<file path="src/hdl/fault_pkg.sv">
// Purpose: Shared constants for bus fault classification and recovery
// Assumes: 16-bit fault status word, 3-bit space code
// Notes: Bit numbers are positions in the fault status word
package fault_pkg;
    localparam int FSW_W = 16;
    localparam int FSW_CLASS_BIT = 15;
    localparam int FSW_MOVE_BIT = 14;
    localparam int FSW_TRACE_BIT = 12;
    localparam int FSW_EXTBP_BIT = 11;
    localparam int FSW_INTBP_BIT = 10;
    localparam int FSW_RERUN_BIT = 9;
    localparam int FSW_LOCKED_BIT = 8;
    localparam int FSW_FETCH_BIT = 7;
    localparam int FSW_READ_BIT = 6;
    localparam int FSW_LONG_BIT = 5;
    localparam int FSW_SIZE_LSB = 3;
    localparam int FSW_SPACE_LSB = 0;
    localparam logic [1:0] SIZE_LONG = 2'h0;
    localparam logic [1:0] SIZE_BYTE = 2'h1;
    localparam logic [1:0] SIZE_WORD = 2'h2;
    localparam logic [4:0] MOVE_SLOTS = 5'h10;
    localparam logic [15:0] FSW_RESET = 16'h0000;
    localparam logic [31:0] ADDR_RESET = 32'h00000000;
    typedef enum logic [1:0] {
        CLS_RELEASED = 2'h0,
        CLS_ORDINARY = 2'h1,
        CLS_MOVE = 2'h2,
        CLS_EXCEPTION = 2'h3
    } fault_class_e;
endpackage

</file>
<file path="src/hdl/bus_fault_classify_recover.sv">
// Purpose: Bus fault classes, fault status word, frame contents and return rerun
// Assumes: Bus controller and sequencer share clk_i; fault pulse is synchronous
// Notes: Stack writing itself is done by the sequencer from the frame outputs
`timescale 1ns/1ps
// Function
// - Every bus fault falls in one of four classes.
// - Released write fault is taken at next boundary with next PC.
// - Operand access before the next boundary while released fault pends aborts and takes fault.
// - Released status word: rerun set, top bits and 8..6 zero.
// - Released frame holds next PC, status, fault address, write data.
// - Ordinary class covers prefetch, reads, locked, byte moves, except final writes.
// - Ordinary fault aborts now and restores auto-modified address registers.
// - Ordinary word clears trace, move, rerun; reports locked, fetch, read.
// - Ordinary word still captures both breakpoint pending bits.
// - Locked cycle sets locked flag; read flag shows failed half.
// - Move transfer faults own class; its prefetch faults are ordinary.
// - Move fault aborts without restoring any register.
// - Move word sets bit 14, clears bit 8, rerun for writes.
// - Fetch flag set when move restart refetch faults.
// - Move frame holds adjusted next address and count 16 minus attempts.
// - Second fault during fault exception halts with double fault.
// - Stacking fault writes fault frame with status, vector, return; PC only for six-word frame.
// - Return restores address, data, PC, status; requeues pending traps.
// - Unstacking tests only rerun; reloads read, space, size then reruns.
// - Rerun that became a read ignores its returned data.
// - Long operand fault in second access sets long flag and remaining size.
// - Rerun uses stacked address and size as found, even if edited.
// - Size codes: long 00, byte 01, word 10.
// - Read flag one for reads; space code copied from cycle.
// - Frame class 0 for operand faults, 1 for exception faults.
module bus_fault_classify_recover
    import fault_pkg::*;
(
    // Clock and reset
    input wire logic clk_i,
    input wire logic arst_n_i,
    // Faulted bus cycle from bus controller
    input wire logic bus_fault_signal_i,
    input wire logic cyc_read_i,
    input wire logic cyc_locked_i,
    input wire logic cyc_fetch_i,
    input wire logic cyc_released_i,
    input wire logic cyc_move_xfer_i,
    input wire logic cyc_move_restart_i,
    input wire logic cyc_long_second_i,
    input wire logic [1:0] cyc_size_i,
    input wire logic [2:0] space_code_lines_i,
    input wire logic [31:0] cyc_addr_i,
    input wire logic [15:0] cyc_wdata_i,
    input wire logic [1:0] cyc_op_size_i,
    input wire logic cyc_predec_i,
    input wire logic [4:0] move_attempts_i,
    // Processor context
    input wire logic in_exception_i,
    input wire logic in_fault_exception_i,
    input wire logic stack_frame_six_i,
    input wire logic boundary_i,
    input wire logic operand_req_i,
    input wire logic trace_pending_i,
    input wire logic ext_breakpoint_pending_i,
    input wire logic int_breakpoint_pending_i,
    input wire logic [31:0] next_pc_i,
    input wire logic [31:0] cur_pc_i,
    input wire logic [15:0] status_reg_i,
    input wire logic [15:0] vector_word_i,
    input wire logic [31:0] return_addr_i,
    input wire logic [31:0] cause_pc_i,
    // Exception return unstacking
    input wire logic ret_valid_i,
    input wire logic [15:0] ret_fsw_i,
    input wire logic [31:0] ret_addr_i,
    input wire logic [15:0] ret_data_i,
    input wire logic [31:0] ret_pc_i,
    input wire logic [15:0] ret_sr_i,
    input wire logic rerun_done_i,
    input wire logic rerun_rdata_valid_i,
    // Exception request and frame
    output logic take_fault_o,
    output logic abort_instr_o,
    output logic restore_regs_o,
    output logic halt_o,
    output logic [15:0] fault_status_word_o,
    output logic [31:0] frame_pc_o,
    output logic [15:0] frame_sr_o,
    output logic [31:0] frame_addr_o,
    output logic [15:0] frame_data_o,
    output logic [15:0] frame_vector_o,
    output logic [31:0] frame_cause_pc_o,
    output logic [4:0] frame_count_o,
    output logic frame_nested_o,
    // Return restore and rerun
    output logic restore_valid_o,
    output logic [31:0] restore_pc_o,
    output logic [15:0] restore_sr_o,
    output logic requeue_trace_o,
    output logic requeue_ext_bp_o,
    output logic requeue_int_bp_o,
    output logic rerun_req_o,
    output logic rerun_read_o,
    output logic [2:0] rerun_space_o,
    output logic [1:0] rerun_size_o,
    output logic [31:0] rerun_addr_o,
    output logic [15:0] rerun_wdata_o,
    output logic rerun_rdata_accept_o
);
    typedef enum logic [2:0] {
        ST_IDLE = 3'b001,
        ST_PEND = 3'b010,
        ST_HALT = 3'b100
    } fault_state_e;

    fault_state_e state_q;
    fault_class_e cls;
    logic pend_fire;
    logic rerun_busy_q;
    logic rerun_is_read_q;
    logic [15:0] fsw_d;

    function automatic logic [31:0] size_bytes(input logic [1:0] sz);
        unique case (sz)
            SIZE_BYTE: size_bytes = 32'h00000001;
            SIZE_WORD: size_bytes = 32'h00000002;
            default: size_bytes = 32'h00000004;
        endcase
    endfunction

    fault_classifier u_cls (
        .released_i(cyc_released_i),
        .in_exception_i(in_exception_i),
        .move_xfer_i(cyc_move_xfer_i),
        .class_o(cls)
    );

    // Status word build
    always_comb begin
        fsw_d = FSW_RESET;
        fsw_d[FSW_EXTBP_BIT] = ext_breakpoint_pending_i;
        fsw_d[FSW_INTBP_BIT] = int_breakpoint_pending_i;
        fsw_d[FSW_LONG_BIT] = cyc_long_second_i;
        fsw_d[FSW_SIZE_LSB +: 2] = cyc_size_i;
        fsw_d[FSW_SPACE_LSB +: 3] = space_code_lines_i;
        unique case (cls)
            CLS_RELEASED: begin
                fsw_d[FSW_TRACE_BIT] = trace_pending_i;
                fsw_d[FSW_RERUN_BIT] = 1'b1;
            end
            CLS_ORDINARY: begin
                fsw_d[FSW_LOCKED_BIT] = cyc_locked_i;
                fsw_d[FSW_FETCH_BIT] = cyc_fetch_i;
                fsw_d[FSW_READ_BIT] = cyc_read_i;
            end
            CLS_MOVE: begin
                fsw_d[FSW_MOVE_BIT] = 1'b1;
                fsw_d[FSW_TRACE_BIT] = trace_pending_i;
                fsw_d[FSW_RERUN_BIT] = ~cyc_read_i;
                fsw_d[FSW_FETCH_BIT] = cyc_move_restart_i & cyc_fetch_i;
                fsw_d[FSW_READ_BIT] = cyc_read_i;
            end
            CLS_EXCEPTION: begin
                fsw_d[FSW_CLASS_BIT] = 1'b1;
                fsw_d[FSW_TRACE_BIT] = trace_pending_i;
                fsw_d[FSW_READ_BIT] = cyc_read_i;
            end
        endcase
    end

    assign pend_fire = (state_q == ST_PEND) && (boundary_i || operand_req_i);

    // Released write pending and double fault
    always_ff @(posedge clk_i or negedge arst_n_i) begin
        if (!arst_n_i) begin
            state_q <= ST_IDLE;
        end else begin
            unique case (state_q)
                ST_IDLE: begin
                    if (bus_fault_signal_i && in_fault_exception_i) begin
                        state_q <= ST_HALT;
                    end else if (bus_fault_signal_i && cls == CLS_RELEASED) begin
                        state_q <= ST_PEND;
                    end
                end
                ST_PEND: begin
                    if (pend_fire) begin
                        state_q <= ST_IDLE;
                    end
                end
                ST_HALT: state_q <= ST_HALT;
            endcase
        end
    end

    // Fault frame capture
    always_ff @(posedge clk_i or negedge arst_n_i) begin
        if (!arst_n_i) begin
            take_fault_o <= 1'b0;
            abort_instr_o <= 1'b0;
            restore_regs_o <= 1'b0;
            fault_status_word_o <= FSW_RESET;
            frame_pc_o <= ADDR_RESET;
            frame_sr_o <= FSW_RESET;
            frame_addr_o <= ADDR_RESET;
            frame_data_o <= FSW_RESET;
            frame_vector_o <= FSW_RESET;
            frame_cause_pc_o <= ADDR_RESET;
            frame_count_o <= 5'h00;
            frame_nested_o <= 1'b0;
        end else begin
            take_fault_o <= 1'b0;
            abort_instr_o <= 1'b0;
            restore_regs_o <= 1'b0;
            if (pend_fire) begin
                take_fault_o <= 1'b1;
                abort_instr_o <= operand_req_i && !boundary_i;
                frame_pc_o <= next_pc_i;
                frame_sr_o <= status_reg_i;
            end
            if (bus_fault_signal_i && state_q == ST_IDLE && !in_fault_exception_i) begin
                fault_status_word_o <= fsw_d;
                frame_addr_o <= cyc_addr_i;
                frame_sr_o <= status_reg_i;
                frame_nested_o <= 1'b0;
                unique case (cls)
                    CLS_RELEASED: begin
                        frame_data_o <= cyc_wdata_i;
                    end
                    CLS_ORDINARY: begin
                        take_fault_o <= 1'b1;
                        abort_instr_o <= 1'b1;
                        restore_regs_o <= 1'b1;
                        frame_pc_o <= cur_pc_i;
                    end
                    CLS_MOVE: begin
                        take_fault_o <= 1'b1;
                        abort_instr_o <= 1'b1;
                        frame_pc_o <= cur_pc_i;
                        frame_addr_o <= cyc_predec_i ? cyc_addr_i - size_bytes(cyc_op_size_i)
                            : cyc_addr_i + size_bytes(cyc_op_size_i);
                        frame_count_o <= MOVE_SLOTS - move_attempts_i;
                        frame_data_o <= cyc_wdata_i;
                    end
                    CLS_EXCEPTION: begin
                        take_fault_o <= 1'b1;
                        frame_nested_o <= 1'b1;
                        frame_pc_o <= return_addr_i;
                        frame_vector_o <= vector_word_i;
                        frame_cause_pc_o <= stack_frame_six_i ? cause_pc_i : ADDR_RESET;
                    end
                endcase
            end
        end
    end

    assign halt_o = (state_q == ST_HALT);

    // Exception return restore and rerun
    always_ff @(posedge clk_i or negedge arst_n_i) begin
        if (!arst_n_i) begin
            restore_valid_o <= 1'b0;
            restore_pc_o <= ADDR_RESET;
            restore_sr_o <= FSW_RESET;
            requeue_trace_o <= 1'b0;
            requeue_ext_bp_o <= 1'b0;
            requeue_int_bp_o <= 1'b0;
            rerun_busy_q <= 1'b0;
            rerun_is_read_q <= 1'b0;
            rerun_read_o <= 1'b0;
            rerun_space_o <= 3'h0;
            rerun_size_o <= SIZE_LONG;
            rerun_addr_o <= ADDR_RESET;
            rerun_wdata_o <= FSW_RESET;
        end else begin
            restore_valid_o <= 1'b0;
            requeue_trace_o <= 1'b0;
            requeue_ext_bp_o <= 1'b0;
            requeue_int_bp_o <= 1'b0;
            if (ret_valid_i && !rerun_busy_q) begin
                restore_valid_o <= 1'b1;
                restore_pc_o <= ret_pc_i;
                restore_sr_o <= ret_sr_i;
                requeue_trace_o <= ret_fsw_i[FSW_TRACE_BIT];
                requeue_ext_bp_o <= ret_fsw_i[FSW_EXTBP_BIT];
                requeue_int_bp_o <= ret_fsw_i[FSW_INTBP_BIT];
                rerun_addr_o <= ret_addr_i;
                rerun_wdata_o <= ret_data_i;
                if (ret_fsw_i[FSW_RERUN_BIT]) begin
                    rerun_busy_q <= 1'b1;
                    rerun_read_o <= ret_fsw_i[FSW_READ_BIT];
                    rerun_is_read_q <= ret_fsw_i[FSW_READ_BIT];
                    rerun_space_o <= ret_fsw_i[FSW_SPACE_LSB +: 3];
                    rerun_size_o <= ret_fsw_i[FSW_SIZE_LSB +: 2];
                end
            end else if (rerun_busy_q && rerun_done_i) begin
                rerun_busy_q <= 1'b0;
                rerun_is_read_q <= 1'b0;
            end
        end
    end

    assign rerun_req_o = rerun_busy_q;
    assign rerun_rdata_accept_o = rerun_busy_q && !rerun_is_read_q && rerun_rdata_valid_i;
endmodule

</file>
<file path="src/hdl/fault_classifier.sv">
// Purpose: Sorts a faulted bus cycle into one of four classes
// Assumes: Inputs are same-clock status from the bus controller
// Notes: Purely combinational
`timescale 1ns/1ps
module fault_classifier
    import fault_pkg::*;
(
    // Cycle attributes
    input wire logic released_i,
    input wire logic in_exception_i,
    input wire logic move_xfer_i,
    // Result
    output fault_class_e class_o
);
    always_comb begin
        if (in_exception_i) begin
            class_o = CLS_EXCEPTION;
        end else if (released_i) begin
            class_o = CLS_RELEASED;
        end else if (move_xfer_i) begin
            class_o = CLS_MOVE;
        end else begin
            class_o = CLS_ORDINARY;
        end
    end
endmodule

</file>
<file path="config.mk">
export PLATFORM = sky130hd
export DESIGN_NAME = bus_fault_classify_recover
export DESIGN_NICKNAME = d
export VERILOG_FILES = /design/src/hdl/fault_pkg.sv /design/src/hdl/bus_fault_classify_recover.sv /design/src/hdl/fault_classifier.sv
export SDC_FILE = /design/constraint.sdc
export NUM_CORES = 1
export LEC_CHECK = 0
export BUFFER_PORTS_ARGS = -buffer_cell sky130_fd_sc_hd__clkbuf_2
export CAP_MARGIN = 20
export CORE_AREA = 5 5 243 245
export DETAILED_ROUTE_END_ITERATION = 16
export DIE_AREA = 0 0 248 250
export GPL_TIMING_DRIVEN = 0
export PLACE_DENSITY = 0.51
export SKIP_LAST_GASP = 1
export SYNTH_ARGS = -nofsm -noshare
export SYNTH_HDL_FRONTEND = slang
export SYNTH_SLANG_ARGS = --single-unit
</file>
<file path="constraint.sdc">
create_clock -name clk_i -period 2.1 [get_ports clk_i]
set_clock_uncertainty 0.05 [all_clocks]
set_input_delay 0.42 -clock clk_i [delete_from_list [all_inputs] [get_ports clk_i]]
set_output_delay 0.42 -clock clk_i [all_outputs]
set_load 0.01 [all_outputs]
</file>
Yosys cells after proc, flatten, opt, wreduce, memory -nomap -nowiden. Index checks and enable logic that the tools add are counted.

Add/subtract/negate cells: 3. Eq/ne operators: 11. Muxes and demuxes: 42. Bitwise operators: 2. Reduce and logical (&&, ||, !) cells: 28.

Operators with widths (number): 2-to-1 mux 32 bit (7); case mux 32 bit (2 select lines) (1); adder 32 bit (1); 2-to-1 mux 16 bit (2); subtractor 32 bit (1); 2-to-1 mux 1 bit (22); AND reduction 2 bit (6); logical AND 1 bit (10); 2-to-1 mux 3 bit (3); case mux 3 bit (3 select lines) (1); == test 2 bit, second input constant (3); 2-to-1 mux 2 bit (3); case mux 3 bit (2 select lines) (1); OR reduction 3 bit (2); subtractor 5 bit, first input constant (1); == test 2 x 1 -> 1 bit, second input constant (2); logical NOT 1 bit (4); != test 2 bit, second input constant (2); case mux 1 bit (2 select lines) (2); nonzero test 2 bit (2); OR reduction 2 bit (2); == test 3 x 1 -> 1 bit, second input constant (1); == test 3 x 2 -> 1 bit, second input constant (1); == test 3 bit, second input constant (1); 5 further kinds (5).

Register bits after elaboration: 279. Input port bits: 354. Logic and storage cells: 112.

Depth between registers and ports, before layout.
Word-level depth: 9. Mapped depth: 15. Mapped depth without buffers: 15.

Hierarchy. A second synthesis with hierarchy kept.

Cells, all modules: 1158. Area total of the unflattened synthesis: 12848.6 um^2.

Modules (own cells, without submodules): bus_fault_classify_recover (instances 1, cells an instance 1155, area an instance 12829.8 um^2, sequential area each 6957.9 um^2); fault_classifier (instances 1, cells an instance 3, area an instance 18.8 um^2, sequential area each 0.0 um^2).

Worst setup path after synthesis. Ideal clock, no wire load.

Kind: input-to-reg. Start point: input port cyc_op_size_i[0]. End point: register frame_addr_o[28]. Library setup time: 65 ps. Arrival time: 2818 ps. Setup slack: -833 ps. Stages: 14. Cell sequence: inv_1 > ha_1 > inv_1 > mux2_2 > fa_1 > nand2b_1 > a21oi_2 > o21a_2 > nor2_2 > o21a_1 > o21ai_2 > a41oi_1 > mux2_1 > nand2_1.

Word-level cells in the longest chain between the ends: 7.

Ends and longest elaborated chain: start, declared (line bus_fault_classify_recover.sv:50) `input wire logic [1:0] cyc_op_size_i,`; == test 2 bit or == test 2 x 1 -> 1 bit (tied branches) (line bus_fault_classify_recover.sv:120) `unique case (sz)`; case mux 3 bit (2 select lines) (*) (line bus_fault_classify_recover.sv:120); 2-to-1 mux 32 bit (*) (line bus_fault_classify_recover.sv:222) `unique case (cls)`; 2-to-1 mux 32 bit (*) (line bus_fault_classify_recover.sv:217) `if (bus_fault_signal_i && state_q == ST_IDLE && !in_fault_exception_i) begin`; adder 32 bit or subtractor 32 bit (tied branches) (line bus_fault_classify_recover.sv:237, bus_fault_classify_recover.sv:236); 2-to-1 mux 32 bit (*) (line bus_fault_classify_recover.sv:236) `frame_addr_o <= cyc_predec_i ? cyc_addr_i - size_bytes(cyc_op_size_i)`; 2-to-1 mux 32 bit (*) (line bus_fault_classify_recover.sv:222); end signal, assigned (line bus_fault_classify_recover.sv:219) `frame_addr_o <= cyc_addr_i;`; end signal, assigned (line bus_fault_classify_recover.sv:236); end, declared (line bus_fault_classify_recover.sv:85) `output logic [31:0] frame_addr_o,`.

Every way passes the cells marked *; elsewhere a longest branch is shown, timed or not. The select of a mux whose other input is x is not followed. A chain may end at the register's enable or synchronous reset.

Worst setup path after layout.
Start point: input port cyc_op_size_i[0]. End point: register frame_addr_o[23].

Same word-level chain as after synthesis.

==> load_flow_metrics.sql <==
INSERT INTO impl_metrics (metric_group, metric, value, unit) VALUES
('run_status', 'run_status', 'finished with violations', ''),
('run_status', 'failed_checks', 'negative setup slack', ''),
('power_and_ir_drop', 'internal_power', '10400', 'uW'),
('power_and_ir_drop', 'clockPowerShare', '40.5', '%'),
('timing', 'rsz_0062_raised_after_global_routing', 'yes', ''),
('synth', 'synth.top_cell.area_share', '53.4', '%'),
('worst_setup_path', 'setup.reg_to_reg.worst_slack', '0.03', 'ns'),
('worst_setup_path', 'cp-endpoint', 'frame_addr_o[23]', ''),
('clock_tree', 'clock_insertion_delay_worst_skew', '0.52', 'ns'),
('drt', 'via_count', '11900', ''),
('synth', 'async_reset_ff_share', '100', '%'),
('synth', 'synth-seq-area-share', '53.6', '%'),
('cells_and_area', 'finish.cell_count_without_fillers', '2660', ''),
('worst_setup_path', 'worst_setup_startpoint', 'cyc_op_size_i[0]', ''),
('grt', 'antenna_violations_before_repair', '8', ''),
('cells_and_area', 'final_util', '33.4', '%'),
('worst_setup_path', 'critPathMaxFanout', '3', ''),
('timing', 'timing.max_slew.rel_slack', '45.2', '%'),
('synth', 'synth_top_area_cell', 'sky130_fd_sc_hd__dfrtp_1', ''),
('grt', 'grt_pass1_wl', '78900', 'um'),
('worst_setup_path', 'worst_r2r_path_depth', '8', ''),
('clock_tree', 'cts_tree', 'yes', ''),
('die', 'initial_standard_cell_utilization_of_the_core', '22.8', '%'),
('worst_setup_path', 'slowest_stage', 'sky130_fd_sc_hd__o2111a_2', ''),
('drt', 'post_drt_via_cell_ratio', '4.47', ''),
('timing', 'finalCritPeriodShare', '121', '%'),
('die', 'fp.coreArea', '56900', 'um2'),
('worst_setup_path', 'classification_of_the_worst_setup_path', 'in -> reg', ''),
('drt', 'ant_nets', '0', ''),
('synth', 'post-synth-top-count-cell', 'sky130_fd_sc_hd__dfrtp_1', ''),
('die', 'pin_count', '632', ''),
('synth', 'netlist-cell-type-count', '58', ''),
('power_and_ir_drop', 'pwr-share-comb', '18.1', '%'),
('timing', 'timing.fmax', '392', 'MHz'),
('die', 'area_of_the_die', '62000', 'um2'),
('timing', 'finalMaxSlewViolations', '0', ''),
('power_and_ir_drop', 'power.density_cell_area', '752', 'nW/um2'),
('synth', 'count_of_flip_flops_with_a_built_in_enable_after_synthesis', '0', ''),
('power_and_ir_drop', 'p_leak', '0.00971', 'uW'),
('drt', 'remaining_drc_errors', '0', ''),
('worst_setup_path', 'end_kind', 'flop', ''),
('cells_and_area', 'fraction_of_layout_instances_using_a_drive_strength_above_1', '50.6', '%'),
('clock_tree', 'h-tree-depth', '2', ''),
('worst_setup_path', 'startpoint_type', 'primary input', ''),
('timing', 'setup-violations-final', '27', ''),
('drt', 'wl_per_cell', '20.4', 'um'),
('timing', 'tightest_slew', '0.822', 'ns'),
('synth', 'synth_commonest_cells', 'sky130_fd_sc_hd__dfrtp_1 (277), sky130_fd_sc_hd__nand2_1 (234), sky130_fd_sc_hd__mux2_2 (153)', ''),
('timing', 'final-hold-violation-count', '0', ''),
('synth', 'syn-instance-count', '1182', ''),
('synth', 'synth-warning-count', '0', ''),
('place', 'dpl.cell_count', '2573', ''),
('worst_setup_path', 'worstPathCellList', 'clkbuf_16 -> inv_8 -> ha_4 -> inv_2 -> mux2_4 -> inv_2 -> ha_4 -> nor2b_4 -> o2111a_2 -> o21ai_4 -> a21oi_4 -> a21boi_2 -> o21ai_2 -> a21boi_2 -> xor2_1 -> o21ai_1', ''),
('synth', 'syn_area', '13000', 'um2'),
('power_and_ir_drop', 'switching_component_of_the_power', '3910', 'uW'),
('worst_setup_path', 'r2r-start', 'state_q[0]', ''),
('synth', 'postSynthRegisterBits', '278', ''),
('timing', 'min_period', '2.55', 'ns'),
('worst_setup_path', 'crit-reg2reg-capture', 'frame_pc_o[19]', ''),
('synth', 'post_synth_main_area_contributors', 'sky130_fd_sc_hd__dfrtp_1 (53%), sky130_fd_sc_hd__mux2_2 (13%), sky130_fd_sc_hd__nand2_1 (6.8%)', ''),
('drt', 'drt-pass1-iter-count', '5', ''),
('synth', 'synth.avg_cell_area', '11.0', 'um2'),
('synth', 'synth_flop_cell', 'sky130_fd_sc_hd__dfrtp_1', ''),
('cells_and_area', 'area.growth.synth_to_final', '46.3', '%'),
('drt', 'detailedRoute.firstIterationViolations', '587', ''),
('grt', 'first_global_vias', '12300', ''),
('clock_tree', 'cts.sinks', '278', ''),
('power_and_ir_drop', 'power', '14300', 'uW'),
('grt', 'largest_net_degree_at_the_start_of_global_routing', '96', ''),
('timing', 'setup_ws', '-0.450', 'ns'),
('die', 'die_width', '248', 'um');
[through the flow]
stage	hold slack, ns	instance area [um2]	setup WS, ns
after floorplan	0.0744	13100	-0.669
after global placement	0.408	17100	-5.59
after detailed placement	0.410	17200	-1.50
after CTS	0.00342	18800	-0.437
after global routing	0.0173	19000	-0.496
final	0.0427	19000	-0.450
[critical path: cells and delay by family]
kind                     cells  cell delay (ns)
AO/OA/AOI/OAI                7             1.17
buffers and inverters        4             0.24
AND/OR/NAND/NOR              1             0.12
adder cells (fa/ha/maj)      2             0.43
XOR/XNOR                     1             0.26
multiplexers                 1             0.27
[power groups by stage]
stage                     Combinational (uW)  Clock, uW  Sequential, uW
after floorplan                         1050          0            6170
after global placement                  2420          0            5990
after detailed placement                2450          0            6010
after CTS                               2570       5990            5910
after global routing                    2830       6230            5950
final                                   2590       5790            5910
[area by class of cell]
class / count / area [um2]
clock buffer: 51 / 1010
sequential: 278 / 6960
buffer: 64 / 334
timing repair buffer: 653 / 3480
clock inverter: 9 / 90.1
antenna: 5 / 12.5
inverter: 20 / 82.6
fill: 5914 / 37900
multi-input combinational: 815 / 6090
tap: 765 / 957
[repair_timing]
action | 4_1_cts | 5_1_grt
pin swaps | 31 | 30
gates resized for setup | 81 | 60
hold endpoints to repair | 96 | 0
hold buffers | 5 | 0
endpoints found under the setup margin | 253 | 136
cloned | 0 | 0
buffers inserted | 15 | 8
[registers in the layout (all words and copies together), names as in the netlist, 2 cells and up]
| name | flops |
|---|---|
| restore_sr_o | 16 |
| state_q | 3 |
| frame_vector_o | 16 |
| frame_pc_o | 32 |
| frame_count_o | 5 |
| frame_cause_pc_o | 32 |
| rerun_space_o | 3 |
| frame_data_o | 16 |
| rerun_size_o | 2 |
| frame_sr_o | 16 |
| frame_addr_o | 32 |
| rerun_wdata_o | 16 |
| rerun_addr_o | 32 |
| restore_pc_o | 32 |
| fault_status_word_o | 14 |
[placed cells by master, fill, tap and decap left out, types with 24 or more instances in the layout]
cell	Yosys	final
sky130_fd_sc_hd__nand2_1	234	232
sky130_fd_sc_hd__clkbuf_2	0	642
sky130_fd_sc_hd__ha_1	39	33
sky130_fd_sc_hd__clkbuf_1	51	34
sky130_fd_sc_hd__a21oi_1	42	36
sky130_fd_sc_hd__dfrtp_1	277	277
sky130_fd_sc_hd__mux2_2	153	153
sky130_fd_sc_hd__o21ai_0	70	55
sky130_fd_sc_hd__nor2_1	25	24
sky130_fd_sc_hd__a31oi_1	37	35
sky130_fd_sc_hd__clkbuf_16	0	37
[routing by layer]
| layer | GRT usage, % | up-vias | share of wire (%) |
|---|---|---|---|
| li1 | - | 5556 | - |
| met1 | 19.2 | 5813 | 39 |
| met2 | 29.3 | 433 | 51 |
| met3 | 5.44 | 74 | 8.5 |
| met4 | 4.61 | 4 | 2.1 |
| met5 | 0 | - | 0.046 |
[cells by family after synthesis]
family / count (synthesis) / synth area share [%]
other: 1 / 0.0289
buffers and inverters: 89 / 2.74
AO/OA/AOI/OAI: 250 / 12.2
multiplexers: 178 / 15.2
adder cells (fa/ha/maj): 40 / 3.91
XOR/XNOR: 29 / 1.96
flip-flops: 278 / 53.6
AND/OR/NAND/NOR: 317 / 10.4
[how the worst min path moves through the flow]
stage | slack (ns) | to | cells past startpoint | startpoint
after floorplan | 0.07 | abort_instr_o | 0 | arst_n_i
after detailed placement | 0.41 | fault_status_word_o[6] | 2 | fault_status_word_o[6]
final | 0.04 | rerun_is_read_q | 2 | rerun_done_i
after CTS | 0.003 | fault_status_word_o[1] | 3 | space_code_lines_i[1]
after global placement | 0.41 | fault_status_word_o[8] | 2 | fault_status_word_o[8]
after global routing | 0.02 | fault_status_word_o[1] | 3 | space_code_lines_i[1]
No activity file was read; power rests on OpenSTA's default activity.
